[config.mk]
export PLATFORM = sky130hd
export DESIGN_NAME = reset_cause_status
export DESIGN_NICKNAME = d
export VERILOG_FILES = /design/src/include/reset_cause_pkg.sv /design/src/hdl/flag_cell.sv /design/src/hdl/reset_cause_status.sv
export SDC_FILE = /design/constraint.sdc
export NUM_CORES = 1
export LEC_CHECK = 0
export ABC_AREA = 1
export BUFFER_PORTS_ARGS = -buffer_cell sky130_fd_sc_hd__buf_2
export CORE_ASPECT_RATIO = 0.7
export CORE_MARGIN = 2
export CORE_UTILIZATION = 50
export CTS_BUF_LIST = sky130_fd_sc_hd__clkbuf_4
export CTS_CLUSTER_SIZE = 20
export DETAILED_ROUTE_END_ITERATION = 12
export PLACE_DENSITY = 0.89
export SLEW_MARGIN = 20
export SYNTH_ARGS = -nofsm -noshare
export SYNTH_HDL_FRONTEND = slang
export SYNTH_SLANG_ARGS = --single-unit
[constraint.sdc]
create_clock -name clock -period 1.9 [get_ports clock]
set_clock_uncertainty 0.15 [all_clocks]
set_input_delay 0.095 -clock clock [delete_from_list [all_inputs] [get_ports clock]]
set_output_delay 0.095 -clock clock [all_outputs]
set_load 0.005 [all_outputs]
[src/include/reset_cause_pkg.sv]
// Purpose: shared constants for the reset cause status block
// Assumes: 32-bit AXI4-Lite register bus, 8-bit cause register
// Notes:   offsets are byte addresses, one aligned word each
package reset_cause_pkg;

    // ************************************************************
    // register offsets
    // ************************************************************
    localparam logic [11:0] ADDR_CAUSE = 12'h000;
    localparam logic [11:0] ADDR_EVT_STATUS = 12'h004;
    localparam logic [11:0] ADDR_EVT_MASK = 12'h008;

    // ************************************************************
    // cause register field positions
    // ************************************************************
    localparam int BIT_STACK_OVERFLOW = 7;
    localparam int BIT_STACK_UNDERFLOW = 6;
    localparam int BIT_WINDOW_VIOLATION = 5;
    localparam int BIT_WATCHDOG_TIMEOUT = 4;
    localparam int BIT_EXTERNAL_PIN = 3;
    localparam int BIT_RESET_INSTRUCTION = 2;
    localparam int BIT_POWER_ON = 1;
    localparam int BIT_BROWNOUT = 0;

    // ************************************************************
    // values after reset and hardware update values
    // ************************************************************
    // power-on pattern: stack flags low, source flags high, por/bor low
    localparam logic [7:0] CAUSE_POR_VAL = 8'h3c;
    // value each bit takes when its own event fires
    localparam logic [7:0] CAUSE_HW_VAL = 8'hc0;
    localparam logic [7:0] EVT_STATUS_RST = 8'h00;
    localparam logic [7:0] EVT_MASK_RST = 8'h00;
    localparam logic [31:0] RDATA_RST = 32'h0000_0000;

    // ************************************************************
    // bus responses
    // ************************************************************
    localparam logic [1:0] RESP_OKAY = 2'b00;
    localparam logic [1:0] RESP_SLVERR = 2'b10;

endpackage

[src/hdl/flag_cell.sv]
// Purpose: one retained cause flag with hardware and firmware update
// Assumes: init, hw_event and sw_write are one-cycle strobes
// Notes:   init beats the event, the event beats firmware
`timescale 1ns/1ps
module flag_cell #(
    parameter logic RESET_VAL = 1'b0,
    parameter logic HW_VAL = 1'b0
) (
    // clock and reset
    input wire logic clock,
    input wire logic reset_n,
    // updates
    input wire logic init,
    input wire logic hw_event,
    input wire logic sw_write,
    input wire logic sw_value,
    // flag
    output logic value
);

    typedef struct packed {
        logic value;
    } cell_state_t;

    cell_state_t state_r;
    cell_state_t state_nxt;

    always_comb begin
        state_nxt = state_r;
        if (init) begin
            state_nxt.value = RESET_VAL;
        end else if (hw_event) begin
            // an event in the cycle of a firmware write is lost only to init
            state_nxt.value = HW_VAL;
        end else if (sw_write) begin
            state_nxt.value = sw_value;
        end
    end

    always_ff @(posedge clock or negedge reset_n) begin
        if (!reset_n) begin
            state_r <= '{value: RESET_VAL};
        end else begin
            state_r <= state_nxt;
        end
    end

    assign value = state_r.value;
endmodule // flag_cell

[src/hdl/reset_cause_status.sv]
// Purpose: reset cause status register with event interrupt
// Assumes: event inputs are one-cycle strobes synchronous to clock
// Notes:   reset_n is the power-on reset; other resets arrive as
//          strobes so the flags survive them
//
// What this block does
// - stack overflow sets bit 7; it stays set until firmware writes zero.
// - stack underflow sets bit 6; it stays set until firmware clears it.
// - watchdog window violation clears bit 5; firmware may write one.
// - watchdog timeout reset clears bit 4; otherwise reads one or written.
// - external reset pin reset clears bit 3; otherwise one or written.
// - reset instruction clears bit 2; otherwise one or written one.
// - power-on reset drives bit 1 low; firmware sets it afterwards.
// - brown-out reset drives bit 0 low; firmware sets it afterwards.
// - power-on gives stack flags zero and bits 5 to 2 one.
//
// The register offsets and the AXI4-Lite register port were left to the implementer.
`timescale 1ns/1ps
module reset_cause_status #(
    parameter int ADDR_W = 12
) (
    // clock and reset
    input wire logic clock,
    input wire logic reset_n,
    // event strobes
    input wire logic stack_overflow,
    input wire logic stack_underflow,
    input wire logic watchdog_clear_instruction,
    input wire logic watchdog_window_armed,
    input wire logic watchdog_window_open,
    input wire logic watchdog_timeout,
    input wire logic external_reset_pin,
    input wire logic reset_instruction,
    input wire logic power_on_event,
    input wire logic brownout_event,
    // axi4-lite write address
    input wire logic awvalid,
    output logic awready,
    input wire logic [ADDR_W-1:0] awaddr,
    input wire logic [2:0] awprot,
    // axi4-lite write data
    input wire logic wvalid,
    output logic wready,
    input wire logic [31:0] wdata,
    input wire logic [3:0] wstrb,
    // axi4-lite write response
    output logic bvalid,
    input wire logic bready,
    output logic [1:0] bresp,
    // axi4-lite read address
    input wire logic arvalid,
    output logic arready,
    input wire logic [ADDR_W-1:0] araddr,
    input wire logic [2:0] arprot,
    // axi4-lite read data
    output logic rvalid,
    input wire logic rready,
    output logic [31:0] rdata,
    output logic [1:0] rresp,
    // status
    output logic [7:0] cause,
    output logic irq
);

    // ************************************************************
    // state
    // ************************************************************
    typedef struct packed {
        logic aw_got;
        logic [ADDR_W-1:0] aw_addr;
        logic w_got;
        logic [7:0] w_data;
        logic w_lane0;
        logic bvalid;
        logic [1:0] bresp;
        logic rvalid;
        logic [31:0] rdata;
        logic [1:0] rresp;
        logic [7:0] evt_status;
        logic [7:0] evt_mask;
        logic irq;
    } slave_state_t;

    slave_state_t st_r;
    slave_state_t st_nxt;

    logic [7:0] events;
    logic window_violation;
    logic wr_fire;
    logic aw_take;
    logic w_take;
    logic ar_take;
    logic cause_we;
    logic [7:0] cause_hw;

    // ************************************************************
    // event collection
    // ************************************************************
    // a clear without arming, or outside the window, is a violation
    assign window_violation = watchdog_clear_instruction &&
        (!watchdog_window_armed || !watchdog_window_open);

    always_comb begin
        events = 8'h00;
        events[reset_cause_pkg::BIT_STACK_OVERFLOW] = stack_overflow;
        events[reset_cause_pkg::BIT_STACK_UNDERFLOW] = stack_underflow;
        events[reset_cause_pkg::BIT_WINDOW_VIOLATION] = window_violation;
        events[reset_cause_pkg::BIT_WATCHDOG_TIMEOUT] = watchdog_timeout;
        events[reset_cause_pkg::BIT_EXTERNAL_PIN] = external_reset_pin;
        events[reset_cause_pkg::BIT_RESET_INSTRUCTION] = reset_instruction;
        events[reset_cause_pkg::BIT_POWER_ON] = power_on_event;
        events[reset_cause_pkg::BIT_BROWNOUT] = brownout_event;
    end

    // ************************************************************
    // bus handshakes
    // ************************************************************
    assign awready = !st_r.aw_got && !st_r.bvalid;
    assign wready = !st_r.w_got && !st_r.bvalid;
    assign arready = !st_r.rvalid;
    assign aw_take = awvalid && awready;
    assign w_take = wvalid && wready;
    assign ar_take = arvalid && arready;
    // a write commits one cycle after both halves are held
    assign wr_fire = st_r.aw_got && st_r.w_got && !st_r.bvalid;
    assign cause_we = wr_fire && st_r.w_lane0 &&
        (st_r.aw_addr == ADDR_W'(reset_cause_pkg::ADDR_CAUSE));

    always_comb begin
        st_nxt = st_r;
        if (aw_take) begin
            st_nxt.aw_got = 1'b1;
            st_nxt.aw_addr = awaddr;
        end
        if (w_take) begin
            st_nxt.w_got = 1'b1;
            st_nxt.w_data = wdata[7:0];
            st_nxt.w_lane0 = wstrb[0];
        end
        if (wr_fire) begin
            st_nxt.aw_got = 1'b0;
            st_nxt.w_got = 1'b0;
            st_nxt.bvalid = 1'b1;
            st_nxt.bresp = reset_cause_pkg::RESP_OKAY;
            if (st_r.aw_addr == ADDR_W'(reset_cause_pkg::ADDR_EVT_MASK)) begin
                if (st_r.w_lane0) begin
                    st_nxt.evt_mask = st_r.w_data;
                end
            end else if ((st_r.aw_addr !=
                ADDR_W'(reset_cause_pkg::ADDR_CAUSE)) &&
                (st_r.aw_addr !=
                ADDR_W'(reset_cause_pkg::ADDR_EVT_STATUS))) begin
                st_nxt.bresp = reset_cause_pkg::RESP_SLVERR;
            end
        end else if (st_r.bvalid && bready) begin
            st_nxt.bvalid = 1'b0;
        end
        if (st_r.rvalid && rready) begin
            st_nxt.rvalid = 1'b0;
        end
        if (ar_take) begin
            st_nxt.rvalid = 1'b1;
            st_nxt.rresp = reset_cause_pkg::RESP_OKAY;
            st_nxt.rdata = reset_cause_pkg::RDATA_RST;
            unique case (araddr)
                ADDR_W'(reset_cause_pkg::ADDR_CAUSE): begin
                    st_nxt.rdata[7:0] = cause;
                end
                ADDR_W'(reset_cause_pkg::ADDR_EVT_STATUS): begin
                    st_nxt.rdata[7:0] = st_r.evt_status;
                    // read clears; events below still win
                    st_nxt.evt_status = st_r.evt_status &
                        ~st_r.evt_status;
                end
                ADDR_W'(reset_cause_pkg::ADDR_EVT_MASK): begin
                    st_nxt.rdata[7:0] = st_r.evt_mask;
                end
                default: begin
                    st_nxt.rresp = reset_cause_pkg::RESP_SLVERR;
                end
            endcase
        end
        st_nxt.evt_status = st_nxt.evt_status | events;
        st_nxt.irq = |(st_nxt.evt_status & st_nxt.evt_mask);
    end

    always_ff @(posedge clock or negedge reset_n) begin
        if (!reset_n) begin
            st_r <= '{
                aw_got: 1'b0,
                aw_addr: '0,
                w_got: 1'b0,
                w_data: 8'h00,
                w_lane0: 1'b0,
                bvalid: 1'b0,
                bresp: reset_cause_pkg::RESP_OKAY,
                rvalid: 1'b0,
                rdata: reset_cause_pkg::RDATA_RST,
                rresp: reset_cause_pkg::RESP_OKAY,
                evt_status: reset_cause_pkg::EVT_STATUS_RST,
                evt_mask: reset_cause_pkg::EVT_MASK_RST,
                irq: 1'b0
            };
        end else begin
            st_r <= st_nxt;
        end
    end

    assign bvalid = st_r.bvalid;
    assign bresp = st_r.bresp;
    assign rvalid = st_r.rvalid;
    assign rdata = st_r.rdata;
    assign rresp = st_r.rresp;
    assign irq = st_r.irq;

    // ************************************************************
    // cause flags
    // ************************************************************
    // power-on is not the only init path: a power-on strobe seen
    // while reset_n stays high reloads the same pattern
    assign cause_hw = events &
        ~(8'h01 << reset_cause_pkg::BIT_POWER_ON);

    genvar gi;
    generate
        for (gi = 0; gi < 8; gi++) begin : g_flag
            flag_cell #(
                .RESET_VAL(reset_cause_pkg::CAUSE_POR_VAL[gi]),
                .HW_VAL(reset_cause_pkg::CAUSE_HW_VAL[gi])
            ) u_flag (
                .clock(clock),
                .reset_n(reset_n),
                .init(power_on_event),
                .hw_event(cause_hw[gi]),
                .sw_write(cause_we),
                .sw_value(st_r.w_data[gi]),
                .value(cause[gi])
            );
        end
    endgenerate
endmodule // reset_cause_status

==> qor.txt <==
Cell Rows - 24
sequential element share of the synthesized area - 47.09%
1st-pass router iterations - 4
Port Buffers - 73
max_cap viols - 0
clk root buf - clkbuf_4
number of antenna violations at the first check in global routing - 0
CP Max Fanout - 9
slowest stage delay, CP - 0.41 ns
ys flop type - dfrtp_1
Final min period - 1.775 ns
total CTS buffers - 9
met3 global-route usage - 6.423%
GRT Util Overall - 21.44%
Hold WC Path Type - primary input to asynchronous set/reset pin
pin count of the biggest net entering global routing - 34
CTS max path bufs - 2
CP endpoint kind - flop
Final Setup Violations - 0
Power Internal - 0.002445 W
Post-Syn Area - 3199 µm²
CTS tree - done
initial DRC count - 262
Cell Pwr Density - 914.5 nW/µm²
Comb pwr share - 26.1%
post-synthesis register bit count - 60
critical path required time - 2.08 ns
CP delay by family, top - simple AND/OR/NAND/NOR gates
# placed instances - 506
Residual DRC - 0
fraction of registers with async set or reset after synthesis - 100.0%
grt met2 use - 34.68%
crit path launch type - flop
most used cell along the critical path - nand2_1
sum of negative setup slack - 0 ns
Antenna Cells - 0
Final Hold Vio Count - 0
worst-case vdd ir drop - 628.6 µV
post-placement cell area - 3422 µm²
Starting Density - 51.47%
data arrival time of the worst path - 1.96 ns
worst path cell trace - nand2_1, nor2_4, buf_4, nand3_2, nand2_1, nand2_1, inv_2, nand2_1, nand2_1, nor2_1, nand2_1
Chip Height - 70.93 µm
Syn. warnings - 0
RSZ-0062 raised after global routing - no
per-cell routed wire length - 12.91 µm
cells after synthesis - 375
met1 Use GR - 28.63%
switching power - 0.001158 W
final WL - 7.228 mm
Area growth, synth to finish - 23.15%
synth unique cells - 32
Seq pwr share - 49.5%
Max H-tree Level - 3
clock network power share - 24.4%
Fmax - 0.5632 GHz
total I/O pin count - 133
worst skew pair latency - 0.40 ns
leading cell type in the layout, fill and taps excluded - nand2_1
vias in the first global route - 2,538
Leak - 2.079 nW
CP max stage cell - dfrtp_1
Worst Tran Pin Value - 0.5281 ns
Reg clk slew, reported paths - 0.10 ns
routed vias - 2,708
busiest metal layer after global routing - met2
kind of critical path - flop to flop
global route total overflow - 0
Die Span X - 99.61 µm
layout cells sized above 1 - 28.22%
routability cong. - 0.7827
dpl hpwl - 5.217 mm
fin area - 3940 µm²
number of synthesized flops with an enable pin - 0
Finished Core Util - 63.39%
post-route insts no fill - 560
period utilization - 93.45%
final slew viol count - 0
die area - 7065 µm²
status - finished, final reports clean
buffer and inverter count on the worst path - 2
Hold WS - 0.03598 ns
core area - 6216 µm²
Final Net Count - 560
Sw Share - 32.15%
Avg Inst Size Synth - 8.532 µm²
Final ANT Viol Nets - 0
DR vias/cell - 4.836
relative slew slack - 64.79%
most frequent cells in the layout - nand2_1, buf_2, dfrtp_1, dlygate4sd3_1, inv_1
Layout fillers - 511
first-pass GRT wire length - 11.81 mm
clk sink count - 60
-- cell type report --
| class | instances | area, µm² | area share, % |
|---|---|---|---|
| Clock buffer | 12 | 90.09 | 2.286 |
| Clock inverter | 4 | 42.54 | 1.080 |
| Tap cell | 78 | 97.59 | 2.477 |
| Multi-Input combinational cell | 242 | 1229 | 31.18 |
| Sequential cell | 60 | 1506 | 38.23 |
| Timing Repair Buffer | 119 | 805.8 | 20.45 |
| Inverter | 45 | 168.9 | 4.287 |
-- stage by stage --
stage / setup WS (ns) / power [W]
global placement: 0.2357 / 0.002599
CTS: 0.1390 / 0.003600
floorplan: 0.4105 / 0.002434
global route: 0.006603 / 0.003824
finish: 0.1245 / 0.003603
detailed placement: 0.1749 / 0.002660
-- flip-flops by register name (all words and copies together), names as in the netlist --
signal               cells
rvalid                   1
rresp                    1
irq                      1
st_r                    39
g_flag.u_flag.value      8
bvalid                   1
rdata                    8
bresp                    1
-- Yosys cell counts (2+ instances only) --
cell type,instances,area share (%)
nand2_1,92,11
dfrtp_1,56,44
buf_4,47,11
inv_1,35,4.1
nor2_1,30,3.5
mux2_2,15,5.3
nand3_1,13,2.0
a21oi_1,10,1.6
inv_2,9,1.1
o21ai_0,9,1.4
o21ai_1,9,1.4
nand4_1,8,1.6
dfstp_2,4,3.3
o21a_1,4,0.94
buf_2,3,0.47
nor2_2,3,0.59
nor2_4,3,1.1
nor3_1,3,0.47
o221ai_1,3,0.82
o311ai_1,3,0.82
a21oi_2,2,0.55
buf_6,2,0.70
nand2_2,2,0.39
nand3_2,2,0.63
-- power groups by stage --
stage	Clock, W	Combinational (W)	Sequential, W
4_1_cts	0.000901	0.000924	0.00177
2_1_floorplan	0	0.000736	0.00170
3_5_place_dp	0	0.000860	0.00180
5_1_grt	0.000959	0.00105	0.00182
3_3_place_gp	0	0.000816	0.00178
6_report	0.000881	0.000939	0.00178
-- worst paths after layout --
| path | from | end | slack (ns) | cells after the start |
|---|---|---|---|---|
| min in group clock | araddr[8] | st_r[15]$_DFF_PN0_ | 0.09 | 7 |
| worst min register to register | rdata[5]$_DFFE_PN0N_ | rdata[5]$_DFFE_PN0N_ | 0.34 | 2 |
| worst min-delay path | reset_n | g_flag[4].u_flag.value$_DFFE_PN1P_ | 0.04 | 2 |
| worst max register to register | st_r[64]$_DFFE_PN0P_ | irq$_DFF_PN0_ | 0.12 | 11 |
| max in group asynchronous | reset_n | g_flag[7].u_flag.value$_DFFE_PN0P_ | 0.88 | 3 |
| worst max-delay path | st_r[64]$_DFFE_PN0P_ | irq$_DFF_PN0_ | 0.12 | 11 |
-- routing by layer --
layer	up-vias	part of all wire (%)
li1	1329	-
met3	6	6.7
met1	1268	44
met5	-	0
met2	105	49
met4	0	0.72
-- logic make-up after synthesis --
| family | after synthesis | share of synthesized area [%] |
|---|---|---|
| buffers and inverters | 98 | 17.60 |
| muxes | 16 | 5.592 |
| AOI/OAI and AO/OA | 44 | 8.565 |
| and+or+nand+nor | 156 | 21.04 |
| other | 1 | 0.1172 |
| DFF | 60 | 47.09 |
-- what timing repair did --
item / in CTS / in global routing
hold buffers: 38 / 0
buffers inserted: 0 / 0
resized for setup: 0 / 1
setup endpoints to repair: 0 / 1
hold endpoints to repair: 100 / 0
Note: power is estimated with default switching activity, not from simulation.
